### config.mk
export PLATFORM = sky130hd
export DESIGN_NAME = vls_supervisor
export DESIGN_NICKNAME = d
export VERILOG_FILES = /design/src/verilog/vls_pkg.sv /design/src/verilog/vls_supervisor.sv
export SDC_FILE = /design/constraint.sdc
export NUM_CORES = 1
export LEC_CHECK = 0
export BUFFER_PORTS_ARGS = -buffer_cell sky130_fd_sc_hd__buf_2
export CORE_ASPECT_RATIO = 0.7
export CORE_MARGIN = 1.5
export CORE_UTILIZATION = 35
export DETAILED_ROUTE_END_ITERATION = 10
export HOLD_SLACK_MARGIN = 0.06
export PLACE_DENSITY = 0.62
export SLEW_MARGIN = 20
export SYNTH_ARGS = -nofsm -noshare
export SYNTH_HDL_FRONTEND = slang
export SYNTH_SLANG_ARGS = --single-unit
export TNS_END_PERCENT = 20
### constraint.sdc
create_clock -name clk_sys -period 8.6 [get_ports clk_sys]
set_clock_uncertainty 0.05 [all_clocks]
set_input_delay 1.72 -clock clk_sys [delete_from_list [all_inputs] [get_ports clk_sys]]
set_output_delay 1.72 -clock clk_sys [all_outputs]
set_load 0.1 [all_outputs]
### src/verilog/vls_pkg.sv
// Constants, register map and carrier types for the velocity and length supervisor
`default_nettype none
package vls_pkg;
  // ---------------------------------------------------------------
  // Timing
  // ---------------------------------------------------------------
  localparam int CLK_PERIOD_NS = 10;
  localparam int MS_NS = 1000000;
  localparam int MS_CYCLES = MS_NS / CLK_PERIOD_NS;
  // ---------------------------------------------------------------
  // Register byte offsets
  // ---------------------------------------------------------------
  localparam logic [7:0] OFS_CTRL = 8'h00;
  localparam logic [7:0] OFS_HOLD = 8'h04;
  localparam logic [7:0] OFS_LOFS = 8'h08;
  localparam logic [7:0] OFS_RATE = 8'h0C;
  localparam logic [7:0] OFS_CNT = 8'h10;
  localparam logic [7:0] OFS_STAT = 8'h14;
  localparam logic [7:0] OFS_VEL = 8'h18;
  localparam logic [7:0] OFS_LEN = 8'h1C;
  localparam logic [7:0] OFS_PORT = 8'h20;
  // ---------------------------------------------------------------
  // Control register fields
  // ---------------------------------------------------------------
  localparam int CTRL_MODE = 0;
  localparam int CTRL_SELTRIG = 1;
  localparam int CTRL_SIGERR = 2;
  localparam int CTRL_SURF = 3;
  localparam int CTRL_TRIG_LSB = 4;
  localparam int CTRL_START = 8;
  localparam int CTRL_STOP = 9;
  // Status register fields
  localparam int ST_STATUS = 0;
  localparam int ST_WARN = 1;
  localparam int ST_ZERO = 2;
  localparam int ST_RATELOW = 3;
  localparam int ST_CRIT = 4;
  localparam int ST_CALERR = 5;
  localparam int ST_BUSY = 6;
  localparam int ST_MEAS = 7;
  // ---------------------------------------------------------------
  // Reset values and limits
  // ---------------------------------------------------------------
  localparam logic [15:0] HOLD_RST = 16'h0064;
  localparam logic [15:0] LEAD_RST = 16'h0000;
  localparam logic [15:0] HOLD_MIN = 16'h000A;
  localparam logic [6:0] RATE_MAX = 7'h63;
  localparam logic [2:0] TRIG_RST = 3'h0;
  localparam logic [31:0] LOFS_MAX = 32'h0098967F;
  localparam logic [1:0] PORT_ONE = 2'h1;
  localparam logic [1:0] PORT_TWO = 2'h2;
  // Trigger types
  localparam logic [2:0] TRG_HIGH = 3'h0;
  localparam logic [2:0] TRG_LOW = 3'h1;
  localparam logic [2:0] TRG_RISE = 3'h2;
  localparam logic [2:0] TRG_FALL = 3'h3;
  localparam logic [2:0] TRG_AND = 3'h4;
  localparam logic [2:0] TRG_NAND = 3'h5;

  typedef enum logic [1:0] {
    VLS_IDLE = 2'b01,
    VLS_RUN = 2'b10
  } vls_meas_e;

  typedef struct packed {
    logic [31:0] value;
    logic valid;
  } vls_vel_s;

  typedef struct packed {
    logic [15:0] step;
    logic valid;
  } vls_len_s;
endpackage : vls_pkg
`default_nettype wire

### src/verilog/vls_supervisor.sv
// Signal-hold, rate, trigger and length supervision with an APB register file
//
// Local design decisions: the register offsets and the APB register port.
`default_nettype none
// How it works
// - Last valid velocity stays on the output through a dropout, hold 10..65535 ms.
// - Dropout longer than the hold time forces the velocity output to zero.
// - Nonzero lead raises status and red lamp at hold minus lead.
// - Positive length offset, up to 999.9999, is added to every length output.
// - Minimum rate 1..99 enables rate monitoring, zero disables it.
// - Rate below minimum opens status and turns the lamp red.
// - Rate is compared only at the end of each averaging period.
// - Surface control switched on suppresses rate monitoring.
// - Part counter loads a written 0..65535 value and reads back the count.
// - Part counter starts at zero after power-up.
// - Each recognised trigger event adds one to the part counter, unless a host load lands in the same cycle.
// - Second-trigger select makes the standby input a further trigger.
// - With error handling on, a dropout while measuring raises a critical error.
// - With error handling on, a dropout in calibration flags an error and aborts it unless that error is still flagged.
// - Single-part start clears the length and begins integrating.
// - Continuous start closes the running length and opens a new one at once.
// - Stop halts integration in single-part mode only.
// - Port query answers 1 for the first serial port and 2 for the second.
// - Single part measures over the active level; continuous restarts on each edge of the selected kind, rising or falling.
// - While a command runs, data output pauses and the busy lamp is on.
module vls_supervisor #(
  parameter int MsCycles = vls_pkg::MS_CYCLES
) (
  input wire logic clk_sys,
  input wire logic rst_n,
  input wire logic psel,
  input wire logic penable,
  input wire logic pwrite,
  input wire logic [7:0] paddr,
  input wire logic [31:0] pwdata,
  output logic [31:0] prdata,
  output logic pready,
  output logic pslverr,
  input wire vls_pkg::vls_vel_s velIn,
  input wire vls_pkg::vls_len_s lenIn,
  input wire logic burstPulse,
  input wire logic avgEnd,
  input wire logic trigIn,
  input wire logic standbyIn,
  input wire logic calActive,
  input wire logic cmdActive,
  input wire logic cmdPortTwo,
  output logic [31:0] velOut,
  output logic [31:0] lengthOut,
  output logic lengthValid,
  output logic statusOpen,
  output logic redLamp,
  output logic busyLamp,
  output logic dataOutEn,
  output logic doubleGrid,
  output logic critError,
  output logic calAbort
);
  import vls_pkg::*;

  // ---------------------------------------------------------------
  // Registers
  // ---------------------------------------------------------------
  logic modeBit_r, selTrig_r, sigErrOn_r, surfaceOn_r;
  logic [2:0] trigType_r;
  logic [15:0] holdMs_r, leadMs_r, partCnt_r;
  logic [31:0] lenOfs_r;
  logic [6:0] minRate_r;
  logic [1:0] portOfEntry_r;
  logic [31:0] velHold_r, lenAcc_r, lenResult_r;
  logic [16:0] dropMs_r;
  logic [31:0] msDiv_r;
  logic [7:0] burstCnt_r;
  logic rateLow_r, crit_r, calErr_r, calAbort_r, lenValid_r;
  logic trigPrev_r;
  logic [31:0] prdata_r;
  vls_meas_e meas_r;

  logic wrEn, rdSetup, mapped, startCmd, stopCmd, clrStat;
  logic msTick, expired, warn, dropout;
  logic trigLevel, trigActive, trigRise, trigFall, trigEvent, contMode;
  logic [31:0] lenWithOfs, statWord;

  // ---------------------------------------------------------------
  // APB slave
  // ---------------------------------------------------------------
  // Read data is captured in the setup cycle so that it leaves a flip-flop
  assign wrEn = psel & penable & pwrite & mapped;
  assign rdSetup = psel & ~penable & ~pwrite;
  assign pready = 1'b1;
  assign pslverr = psel & penable & ~mapped;
  assign prdata = prdata_r;

  always_comb begin
    case (paddr)
      OFS_CTRL, OFS_HOLD, OFS_LOFS, OFS_RATE, OFS_CNT,
      OFS_STAT, OFS_VEL, OFS_LEN, OFS_PORT: mapped = 1'b1;
      default: mapped = 1'b0;
    endcase
  end

  assign startCmd = wrEn && paddr == OFS_CTRL && pwdata[CTRL_START];
  assign stopCmd = wrEn && paddr == OFS_CTRL && pwdata[CTRL_STOP];
  assign clrStat = wrEn && paddr == OFS_STAT;

  always_comb begin
    statWord = '0;
    statWord[ST_STATUS] = statusOpen;
    statWord[ST_WARN] = warn;
    statWord[ST_ZERO] = expired;
    statWord[ST_RATELOW] = rateLow_r;
    statWord[ST_CRIT] = crit_r;
    statWord[ST_CALERR] = calErr_r;
    statWord[ST_BUSY] = cmdActive;
    statWord[ST_MEAS] = meas_r == VLS_RUN;
  end

  always_ff @(posedge clk_sys or negedge rst_n) begin
    if (!rst_n) begin
      prdata_r <= 32'h0000_0000;
    end else if (rdSetup) begin
      case (paddr)
        OFS_CTRL: prdata_r <= {25'h0, trigType_r, surfaceOn_r, sigErrOn_r, selTrig_r, modeBit_r};
        OFS_HOLD: prdata_r <= {leadMs_r, holdMs_r};
        OFS_LOFS: prdata_r <= lenOfs_r;
        OFS_RATE: prdata_r <= {25'h0, minRate_r};
        OFS_CNT: prdata_r <= {16'h0, partCnt_r};
        OFS_STAT: prdata_r <= statWord;
        OFS_VEL: prdata_r <= velOut;
        OFS_LEN: prdata_r <= lengthOut;
        OFS_PORT: prdata_r <= {30'h0, portOfEntry_r};
        default: prdata_r <= 32'h0000_0000;
      endcase
    end
  end

  // Configuration; hold and minimum rate are clamped to the legal span, the length offset and lead are not
  always_ff @(posedge clk_sys or negedge rst_n) begin
    if (!rst_n) begin
      modeBit_r <= 1'b0;
      selTrig_r <= 1'b0;
      sigErrOn_r <= 1'b0;
      surfaceOn_r <= 1'b0;
      trigType_r <= TRIG_RST;
      holdMs_r <= HOLD_RST;
      leadMs_r <= LEAD_RST;
      lenOfs_r <= 32'h0000_0000;
      minRate_r <= 7'h00;
    end else if (wrEn) begin
      case (paddr)
        OFS_CTRL: begin
          modeBit_r <= pwdata[CTRL_MODE];
          selTrig_r <= pwdata[CTRL_SELTRIG];
          sigErrOn_r <= pwdata[CTRL_SIGERR];
          surfaceOn_r <= pwdata[CTRL_SURF];
          trigType_r <= pwdata[CTRL_TRIG_LSB +: 3];
        end
        OFS_HOLD: begin
          holdMs_r <= (pwdata[15:0] < HOLD_MIN) ? HOLD_MIN : pwdata[15:0];
          leadMs_r <= pwdata[31:16];
        end
        OFS_LOFS: lenOfs_r <= pwdata;
        OFS_RATE: minRate_r <= (pwdata[6:0] > RATE_MAX) ? RATE_MAX : pwdata[6:0];
        default: ;
      endcase
    end
  end

  assign doubleGrid = modeBit_r;

  // ---------------------------------------------------------------
  // Dropout timing
  // ---------------------------------------------------------------
  assign msTick = msDiv_r == 32'(MsCycles - 1);

  always_ff @(posedge clk_sys or negedge rst_n) begin
    if (!rst_n) begin
      msDiv_r <= 32'h0000_0000;
    end else if (velIn.valid || msTick) begin
      msDiv_r <= 32'h0000_0000;
    end else begin
      msDiv_r <= msDiv_r + 32'h0000_0001;
    end
  end

  // Saturates one above the largest hold, so a long dropout never wraps back
  always_ff @(posedge clk_sys or negedge rst_n) begin
    if (!rst_n) begin
      dropMs_r <= 17'h00000;
    end else if (velIn.valid) begin
      dropMs_r <= 17'h00000;
    end else if (msTick && !dropMs_r[16]) begin
      dropMs_r <= dropMs_r + 17'h00001;
    end
  end

  assign dropout = dropMs_r != 17'h00000;
  assign expired = dropMs_r > {1'b0, holdMs_r};
  // Host keeps hold above lead, so the difference cannot wrap
  assign warn = leadMs_r != 16'h0000 &&
                dropMs_r >= {1'b0, holdMs_r - leadMs_r};

  always_ff @(posedge clk_sys or negedge rst_n) begin
    if (!rst_n) begin
      velHold_r <= 32'h0000_0000;
    end else if (velIn.valid) begin
      velHold_r <= velIn.value;
    end
  end

  always_ff @(posedge clk_sys or negedge rst_n) begin
    if (!rst_n) begin
      velOut <= 32'h0000_0000;
    end else begin
      velOut <= expired ? 32'h0000_0000 : velHold_r;
    end
  end

  // ---------------------------------------------------------------
  // Measuring rate
  // ---------------------------------------------------------------
  always_ff @(posedge clk_sys or negedge rst_n) begin
    if (!rst_n) begin
      burstCnt_r <= 8'h00;
    end else if (avgEnd) begin
      burstCnt_r <= {7'h00, burstPulse};
    end else if (burstPulse && burstCnt_r != 8'hFF) begin
      burstCnt_r <= burstCnt_r + 8'h01;
    end
  end

  // Sampled once per averaging period; stands until the next period ends, cleared at once when minimum rate is zero or surface control is on
  always_ff @(posedge clk_sys or negedge rst_n) begin
    if (!rst_n) begin
      rateLow_r <= 1'b0;
    end else if (minRate_r == 7'h00 || surfaceOn_r) begin
      rateLow_r <= 1'b0;
    end else if (avgEnd) begin
      rateLow_r <= burstCnt_r < {1'b0, minRate_r};
    end
  end

  assign statusOpen = warn || rateLow_r;
  assign redLamp = statusOpen;

  // ---------------------------------------------------------------
  // Trigger
  // ---------------------------------------------------------------
  assign trigLevel = trigIn | (selTrig_r & standbyIn);
  assign contMode = trigType_r == TRG_RISE || trigType_r == TRG_FALL;

  always_comb begin
    case (trigType_r)
      TRG_HIGH: trigActive = trigLevel;
      TRG_LOW: trigActive = ~trigLevel;
      TRG_AND: trigActive = trigIn & standbyIn;
      TRG_NAND: trigActive = ~(trigIn & standbyIn);
      default: trigActive = trigLevel;
    endcase
  end

  always_ff @(posedge clk_sys or negedge rst_n) begin
    if (!rst_n) begin
      trigPrev_r <= 1'b0;
    end else begin
      trigPrev_r <= trigActive;
    end
  end

  assign trigRise = trigActive & ~trigPrev_r;
  assign trigFall = ~trigActive & trigPrev_r;

  always_comb begin
    case (trigType_r)
      TRG_RISE: trigEvent = trigRise;
      TRG_FALL: trigEvent = trigFall;
      default: trigEvent = trigRise;
    endcase
  end

  // A host load in the same cycle as a trigger takes precedence
  always_ff @(posedge clk_sys or negedge rst_n) begin
    if (!rst_n) begin
      partCnt_r <= 16'h0000;
    end else if (wrEn && paddr == OFS_CNT) begin
      partCnt_r <= pwdata[15:0];
    end else if (trigEvent) begin
      partCnt_r <= partCnt_r + 16'h0001;
    end
  end

  // ---------------------------------------------------------------
  // Length integration
  // ---------------------------------------------------------------
  always_ff @(posedge clk_sys or negedge rst_n) begin
    if (!rst_n) begin
      meas_r <= VLS_IDLE;
    end else begin
      case (meas_r)
        VLS_IDLE: begin
          if (contMode || startCmd || trigEvent) begin
            meas_r <= VLS_RUN;
          end
        end
        VLS_RUN: begin
          if (!contMode && (stopCmd || trigFall)) begin
            meas_r <= VLS_IDLE;
          end
        end
        default: meas_r <= VLS_IDLE;
      endcase
    end
  end

  always_ff @(posedge clk_sys or negedge rst_n) begin
    if (!rst_n) begin
      lenAcc_r <= 32'h0000_0000;
    end else if (startCmd || trigEvent) begin
      lenAcc_r <= 32'h0000_0000;
    end else if (meas_r == VLS_RUN && lenIn.valid) begin
      lenAcc_r <= lenAcc_r + {{16{lenIn.step[15]}}, lenIn.step};
    end
  end

  // Result is closed by the edge in continuous mode, by stop or level end otherwise
  always_ff @(posedge clk_sys or negedge rst_n) begin
    if (!rst_n) begin
      lenResult_r <= 32'h0000_0000;
      lenValid_r <= 1'b0;
    end else begin
      lenValid_r <= 1'b0;
      if (meas_r == VLS_RUN && contMode && (startCmd || trigEvent)) begin
        lenResult_r <= lenAcc_r;
        lenValid_r <= 1'b1;
      end else if (meas_r == VLS_RUN && !contMode && (stopCmd || trigFall)) begin
        lenResult_r <= lenAcc_r;
        lenValid_r <= 1'b1;
      end
    end
  end

  // Offset is only applied while positive; negative values are kept but unused
  assign lenWithOfs = lenResult_r + ((!lenOfs_r[31] && lenOfs_r != 32'h0) ?
                      lenOfs_r : 32'h0000_0000);

  always_ff @(posedge clk_sys or negedge rst_n) begin
    if (!rst_n) begin
      lengthOut <= 32'h0000_0000;
      lengthValid <= 1'b0;
    end else begin
      lengthOut <= lenWithOfs;
      lengthValid <= lenValid_r;
    end
  end

  // ---------------------------------------------------------------
  // Signal-loss errors
  // ---------------------------------------------------------------
  // Hardware set wins over a software clear in the same cycle
  always_ff @(posedge clk_sys or negedge rst_n) begin
    if (!rst_n) begin
      crit_r <= 1'b0;
      calErr_r <= 1'b0;
    end else begin
      if (sigErrOn_r && dropout && meas_r == VLS_RUN) begin
        crit_r <= 1'b1;
      end else if (clrStat && pwdata[ST_CRIT]) begin
        crit_r <= 1'b0;
      end
      if (sigErrOn_r && dropout && calActive) begin
        calErr_r <= 1'b1;
      end else if (clrStat && pwdata[ST_CALERR]) begin
        calErr_r <= 1'b0;
      end
    end
  end

  always_ff @(posedge clk_sys or negedge rst_n) begin
    if (!rst_n) begin
      calAbort_r <= 1'b0;
    end else begin
      calAbort_r <= sigErrOn_r && dropout && calActive && !calErr_r;
    end
  end

  assign critError = crit_r;
  assign calAbort = calAbort_r;

  // ---------------------------------------------------------------
  // Command handling
  // ---------------------------------------------------------------
  always_ff @(posedge clk_sys or negedge rst_n) begin
    if (!rst_n) begin
      portOfEntry_r <= PORT_ONE;
    end else if (cmdActive) begin
      portOfEntry_r <= cmdPortTwo ? PORT_TWO : PORT_ONE;
    end
  end

  assign busyLamp = cmdActive;
  assign dataOutEn = ~cmdActive;
endmodule : vls_supervisor
`default_nettype wire
==> results of run 1 <==
-- layout by cell type (no fill, tap or decap), types with 6 or more instances in the layout --
cell       Yosys  final
a211oi_1      10     10
a21o_1        33     33
a21oi_1      118    118
a221oi_1       9      9
a222oi_1      28     28
a22oi_1       14     14
a31oi_1       38     38
and2_1        69     69
and3_1        25     25
and4_1         6      6
buf_2          5    205
buf_4          4     14
clkbuf_1      60      7
clkbuf_16      0     41
clkbuf_8       0      8
dfrtp_1      349    349
ha_1         120    120
inv_1         74     74
mux2_2       101    101
mux2i_1       11     11
nand2_1      160    159
nand2b_1      14     14
nand3_1       59     59
nand4_1       31     31
nor2_1       184    182
nor2b_1       13     13
nor3_1        24     22
nor4_1        27     27
o211ai_1       8      8
o21a_1        14     14
o21ai_0       93     93
o21bai_1      12     12
o31ai_1        8      8
or3_1         11     11
xnor2_1       62     62
xor2_1        60     60
-- where the power goes --
part	switching (mW)	internal, mW	leakage, nW	total [mW]
logic	0.609	0.183	5.62	0.793
registers	0.112	1.77	4.49	1.88
clock network	0.694	0.994	0.619	1.69
-- logic make-up (layout without fill, tap and decap cells) --
kind of cell | Yosys count | after routing
multiplexers | 117 | 117
XOR/XNOR | 122 | 122
AND/OR/NAND/NOR | 652 | 652
AO/OA/AOI/OAI | 426 | 426
buffers and inverters | 151 | 361
adder cells (fa/ha/maj) | 123 | 123
flip-flops | 354 | 354
other | 1 | 3
-- flip-flops by register name, indices dropped and copies added (netlist names), 8 cells and up --
signal,flops
burstCnt_r,8
lenResult_r,32
lenAcc_r,32
leadMs_r,16
dropMs_r,17
prdata,32
lenOfs_r,32
holdMs_r,16
msDiv_r,32
lengthOut,32
velHold_r,32
velOut,32
partCnt_r,16
-- worst register-to-register path, cell delays in order, from the launching register on --
cell,delay [ns]
dfrtp_1,0.42
nor4_1,0.58
nand4_1,0.17
nor2_1,0.12
nor2_1,0.04
buf_4,0.21
and2_1,0.21
ha_1,0.36
o21ai_0,0.13
o21ai_0,0.19
a22oi_1,0.17
o311ai_1,0.70
o221a_2,0.38
a41o_1,0.23
o211ai_1,0.10
a32oi_1,0.26
xor2_1,0.16
-- routing by layer --
layer | up-vias | share of wire | routed length, um
met2 | 633 | 0.42 | 26100
met5 | - | 0 | 0
met1 | 7821 | 0.46 | 28500
met4 | 0 | 0.029 | 1760
li1 | 7366 | - | -
met3 | 103 | 0.084 | 5150
-- worst max path at each step --
stage | from | to | slack [ns] | cells past startpoint
2_1_floorplan | holdMs_r[0] | statusOpen | 2.30 | 21
3_3_place_gp | leadMs_r[1] | statusOpen | 2.54 | 20
3_5_place_dp | holdMs_r[0] | statusOpen | 2.52 | 22
4_1_cts | holdMs_r[0] | statusOpen | 1.91 | 22
5_1_grt | leadMs_r[1] | statusOpen | 1.60 | 20
6_report | holdMs_r[0] | statusOpen | 1.92 | 22
-- cell type report --
class	count	area, um^2
timing repair buffer	223	1220
fill	5226	31800
multi-input combinational	1441	9980
sequential	354	8860
tap	730	913
antenna	2	5.00
clock buffer	56	1160
clock inverter	8	96.3
inverter	74	278
-- per-stage QoR --
stage | hold slack, ns | setup WS, ns | cell area [um^2] | cells | power, mW
floorplan | 0.281 | 2.30 | 19400 | 1946 | 2.45
global placement | 0.292 | 2.54 | 21200 | 2820 | 2.69
detailed placement | 0.297 | 2.52 | 21200 | 2820 | 2.70
CTS | 0.319 | 1.91 | 22400 | 2884 | 4.40
global route | 0.330 | 1.60 | 22500 | 2886 | 4.53
finish | 0.316 | 1.92 | 22500 | 2888 | 4.36
==> metrics.cfg, run 1 <==
[clock_tree]
hold_buffers = 0
cts_setup_buffers = 0
cts.sinks = 354
htree_num_levels = 2
cts-root-buf = clkbuf_16
cts_made_buffers = 39
cts_tree = built
clkTransAtPathRegs_ns = 0.06
insertion_delay_ns = 0.56
cts_buffer_depth = 3
cts_resized = 0

[placement]
dp_hpwl_um = 46800
io_buffers = 206
gp_congestion = 0.926

[global_routing]
use_met2 = 0.313
gr-total-overflow = 0
grt_pass1_wl_um = 92600
grt_pass1_vias = 15118
grtUsageMet1 = 0.316
grt_use_met3 = 0.0398
grt_usage = 0.213
grt-busiest-layer = met1
antenna_found_initial = 1
grt_max_degree = 161

[synthesis]
async_flop_share = 1.00
synth-xor-area-share = 0.0550
yosys.area.top_type = dfrtp_1
synth_compound_area_frac = 0.143
yosys.area_share.simple = 0.166
synth_edf_count = 0
synth.most_common_cell = dfrtp_1
synth_top_family_by_area = simple AND/OR/NAND/NOR gates
ys_ff_latch = 354
syn_avg_cell_area_um2 = 9.98
synthMuxAreaShare = 0.0672
synth-main-ff-cell = dfrtp_1
synthAdderAreaFrac = 0.0804
syn_nets = 2171
synth_top_area_frac = 0.450
synth_cell_types = 82
syn_inst = 1946
yosys-top-cells-area = dfrtp_1, ha_1, mux2_2
netlist_top_cells_count = dfrtp_1, nor2_1, nand2_1
ys_warn_count = 0
syn-cell-area_mm2 = 0.0194
seq_area_frac_synth = 0.457

[setup_path]
end_kind = output port
crit_family = compound AO/OA/AOI/OAI gates
timing.reg2reg.setup_slack_ns = 4.05
r2r_end = lengthOut[31]
rr_startpoint = lenOfs_r[24]
cp_max_fo = 3
cp.arrival_ns = 4.91
critPathBufInv = 4
slowest_stage = fa_1
startpoint_type = flop
cp_data_required_time_ns = 6.83
r2r_cells = 16
crit_type = reg -> out
critPathMaxStageDelay_ns = 0.40
path_cells = inv_1 > ha_1 > inv_1 > fa_1 > a21o_1 > a21oi_1 > o21bai_1 > a211o_1 > nand3_1 > and4b_1 > xor2_1 > ha_1 > a21o_1 > a21oi_1 > nor2b_1 > o21ai_0 > a21boi_0 > o21a_1 > o41ai_1 > buf_4 > nand2_1 > buf_2

[worst_hold_path]
hold_class = reg -> reg
hold_end = lengthValid
holdPathStages = 0
hold_start = lenValid_r

[routing]
vias_per_cell = 5.51
first_pass_iters = 8
drc = 0
vias = 15923
drt-wirelength-per-cell_um = 21.3
postRouteWirelength_um = 61500
first_iter_violations = 1828
detail-route-antenna-nets = 0

[timing]
setup_viol = 0
final-max-slew-violation-count = 0
tns_ns = 0
tightestPinTransition_ns = 1.07
max_slew_margin = 0.286
rsz0062_at_grt = no
min_period_over_period = 0.777
fmax_ghz = 0.150
hold_viol_final = 0
period_needed_ns = 6.68

[die]
dieArea_mm2 = 0.0569
rows = 71
start_util = 0.358
pin_count = 208
die_width_um = 284
core_area_mm2 = 0.0543
dieHeight_um = 200

[final_layout]
areaGrowthSynthToFinish_pct = 16.0
drive_gt1_frac = 0.195
finish.utilization = 0.415
final_net_count = 2358

[pwr]
leakage_nw = 10.7
ir_worst_vdd_mv = 0.128
power.density_mw_per_mm2 = 194

[status]
outcome = complete, no violations

[job]
cap_viol_max_count = 0

(Power assumes the default switching activity.)
==> run 2: changes to the inputs <==
--- a/config.mk
+++ b/config.mk
@@ -5,13 +5,14 @@
 export SDC_FILE = /design/constraint.sdc
 export NUM_CORES = 1
 export LEC_CHECK = 0
+export ABC_AREA = 1
 export BUFFER_PORTS_ARGS = -buffer_cell sky130_fd_sc_hd__buf_2
 export CORE_ASPECT_RATIO = 0.7
 export CORE_MARGIN = 1.5
 export CORE_UTILIZATION = 35
 export DETAILED_ROUTE_END_ITERATION = 10
 export HOLD_SLACK_MARGIN = 0.06
-export PLACE_DENSITY = 0.62
+export PLACE_DENSITY = 0.64
 export SLEW_MARGIN = 20
 export SYNTH_ARGS = -nofsm -noshare
 export SYNTH_HDL_FRONTEND = slang
==> constraint.sdc (replaced) <==
create_clock -name clk_sys -period 6 [get_ports clk_sys]
set_clock_uncertainty 0.05 [all_clocks]
set_input_delay 1.2 -clock clk_sys [delete_from_list [all_inputs] [get_ports clk_sys]]
set_output_delay 1.2 -clock clk_sys [all_outputs]
set_load 0.1 [all_outputs]
==> run 2 against run 1 <==
Against the previous run: worst setup slack got worse by 1.2 ns; critical path depth shrank 6; sequential power rose by 41%; register-to-register slack worse by 2.7 ns; critical endpoint is now redLamp; largest power group unchanged; highest routed layer is now met5.
==> metrics.cfg, run 2 <==
[status]
outcome = complete, no violations

[setup_path]
cp.arrival_ns = 4.05  ; -0.86 ns
path_cells = inv_1 > ha_1 > inv_1 > fa_1 > a21oi_1 > o21ai_0 > xnor2_1 > ha_1 > nand2_1 > nor2_1 > nand3b_1 > nand3_1 > nand2_1 > nand2_1 > a21o_1 > buf_2
cp_max_fo = 3  ; unchanged
slowest_stage = buf_2
crit_type = reg -> out
rr_startpoint = lenOfs_r[30]
critPathMaxStageDelay_ns = 0.43  ; +0.03 ns
setup.worst_path.start = holdMs_r[0]
crit_path_frequent_cell = nand2_1
cp_data_required_time_ns = 4.75  ; -2.08 ns
end_kind = output port
timing.reg2reg.setup_slack_ns = 1.39  ; -2.66 ns
startpoint_type = flop

[routing]
first_pass_iters = 6  ; -2
postRouteWirelength_um = 80100  ; +30%
drt-wirelength-per-cell_um = 19.6  ; -8.2%
drc = 0  ; unchanged
detail-route-antenna-nets = 0  ; unchanged
first_iter_violations = 2291  ; +25%
vias_per_cell = 5.13  ; -7.0%
vias = 21017  ; +32%

[final_layout]
areaGrowthSynthToFinish_pct = 14.1
stdcell_count = 4098  ; +42%
final_net_count = 3472  ; +47%
drive_gt1_frac = 0.101  ; -0.0941
final_cell_mix = nand2_1, inv_1, dfrtp_1
final_common_cell = nand2_1

[clock_tree]
cts_tree = built
cts_resized = 0  ; unchanged
cts_setup_buffers = 0  ; unchanged
cts_buffer_depth = 3  ; unchanged
cts-root-buf = clkbuf_16
clkTransAtPathRegs_ns = 0.06  ; about the same
htree_num_levels = 2  ; unchanged
cts_made_buffers = 39  ; unchanged
hold_buffers = 0  ; unchanged
cts.sinks = 354  ; unchanged
insertion_delay_ns = 0.59  ; +0.03 ns

[synthesis]
ys_ff_latch = 354  ; unchanged
yosys-top-cells-area = dfrtp_1, nand2_1, ha_1
async_flop_share = 1.00  ; unchanged
ys_warn_count = 0  ; unchanged
syn_nets = 3287  ; +51%
synth.most_common_cell = nand2_1
synth_edf_count = 0  ; unchanged
syn-cell-area_mm2 = 0.0222  ; +14%
netlist_top_cells_count = nand2_1, inv_1, dfrtp_1
synth_top_area_frac = 0.394  ; -0.0560
syn_avg_cell_area_um2 = 7.24  ; -27%
syn_inst = 3062  ; +57%
yosys.area.top_type = dfrtp_1
synth-main-ff-cell = dfrtp_1
seq_area_frac_synth = 0.400  ; -0.0569
synth_cell_types = 53  ; -35%

[timing]
hold_ws_ns = 0.321  ; +0.00478 ns
max_slew_margin = 0.360  ; +0.0735
rsz0062_at_grt = no
final-max-slew-violation-count = 0  ; unchanged
period_needed_ns = 5.30
min_period_over_period = 0.883
setup_viol = 0  ; unchanged
hold_viol_final = 0  ; unchanged
tightestPinTransition_ns = 0.952  ; -0.116 ns
fmax_ghz = 0.189
tns_ns = 0  ; unchanged

[global_routing]
grt_pass1_vias = 19573  ; +29%
grt_pass1_wl_um = 121000  ; +31%
grt_max_degree = 129  ; -20%
antenna_found_initial = 17  ; +16
gr-total-overflow = 0  ; unchanged
grt_usage = 0.247  ; +0.0332

[die]
start_util = 0.357  ; -0.000548
dieHeight_um = 214  ; +6.8%
dieArea_mm2 = 0.0649  ; +14%
core_area_mm2 = 0.0621  ; +14%
die_width_um = 304  ; +6.8%
rows = 76  ; +7.0%
pin_count = 208  ; unchanged

[placement]
dp.cells = 4025  ; +43%
gp_congestion = 1.01  ; +8.5%
io_buffers = 206  ; unchanged
dp_hpwl_um = 63100  ; +35%

[pwr]
power.density_mw_per_mm2 = 249  ; +28%
total_power_mw = 6.29  ; +44%
leakage_nw = 13.7  ; +28%
ir_worst_vdd_mv = 0.290  ; +130%

[worst_hold_path]
hold_class = reg -> reg
hold_start = lenValid_r

[job]
cap_viol_max_count = 0  ; unchanged

[run 2: changes by cell type after synthesis, moves of 30 or more]
cell	before	now
and2_1	69	8
nor2_1	184	263
nor3_1	24	75
clkbuf_1	60	30
nand2_1	160	1002
inv_1	74	381
mux2_2	101	0
o21ai_0	93	169
xnor2_1	62	31
nand3_1	59	182
a31oi_1	38	4
[run 2: cells by family after synthesis]
logic type	share of synthesized area
xor gates and xnor gates	0.0367
buffers and inverters	0.0840
other	0.000169
and+or+nand+nor	0.316
AOI/OAI and AO/OA	0.0929
DFF	0.400
adders and majority gates	0.0704
[run 2: power breakdown]
part,total [mW],switching [mW],internal [mW]
Clock,2.52,1.08,1.44
Sequential,2.65,0.146,2.50
Combinational,1.12,0.890,0.231
Total,6.29,2.11,4.18
[run 2: worst paths after layout]
check	endpoint	cells past startpoint
setup / recovery	redLamp	16
hold / removal	lengthValid	0
setup reg to reg	lengthOut[29]	13
hold reg to reg	lengthValid	0
max in group asynchronous	msDiv_r[16]	2
min in group asynchronous	lenAcc_r[6]	1
[run 2: critical path: cells and delay by family (launching register included)]
family                     cells  cell delay [ns]
DFF                            1             0.41
xor gates and xnor gates       1             0.18
adders and majority gates      3             0.93
buffers and inverters          3             0.60
AOI/OAI and AO/OA              3             0.73
and+or+nand+nor                6             0.62
[run 2: layer usage]
| metal | routed length, um | track usage |
|---|---|---|
| met4 | 1390 | 0.0509 |
| met2 | 29700 | 0.325 |
| met5 | 97 | 0 |
| met1 | 38300 | 0.370 |
| met3 | 10700 | 0.0995 |
[run 2: through the flow]
step / cell area (um^2) / utilization / setup WS (ns)
detailed placement: 24000 / 0.386 / 1.35
finish: 25300 / 0.407 / 0.704
global placement: 24000 / 0.386 / 1.34
floorplan: 22200 / - / 0.971
CTS: 25300 / 0.407 / 0.715
global route: 25300 / 0.407 / 0.339
[run 2: final cells by class]
class / count / area (um^2)
Sequential cell: 354 / 8860
Clock inverter: 15 / 199
Antenna cell: 3 / 7.51
Inverter: 388 / 1460
Tap cell: 819 / 1020
Clock buffer: 55 / 1090
Timing Repair Buffer: 224 / 1190
Fill cell: 6553 / 36800
Multi-Input combinational cell: 2240 / 11500
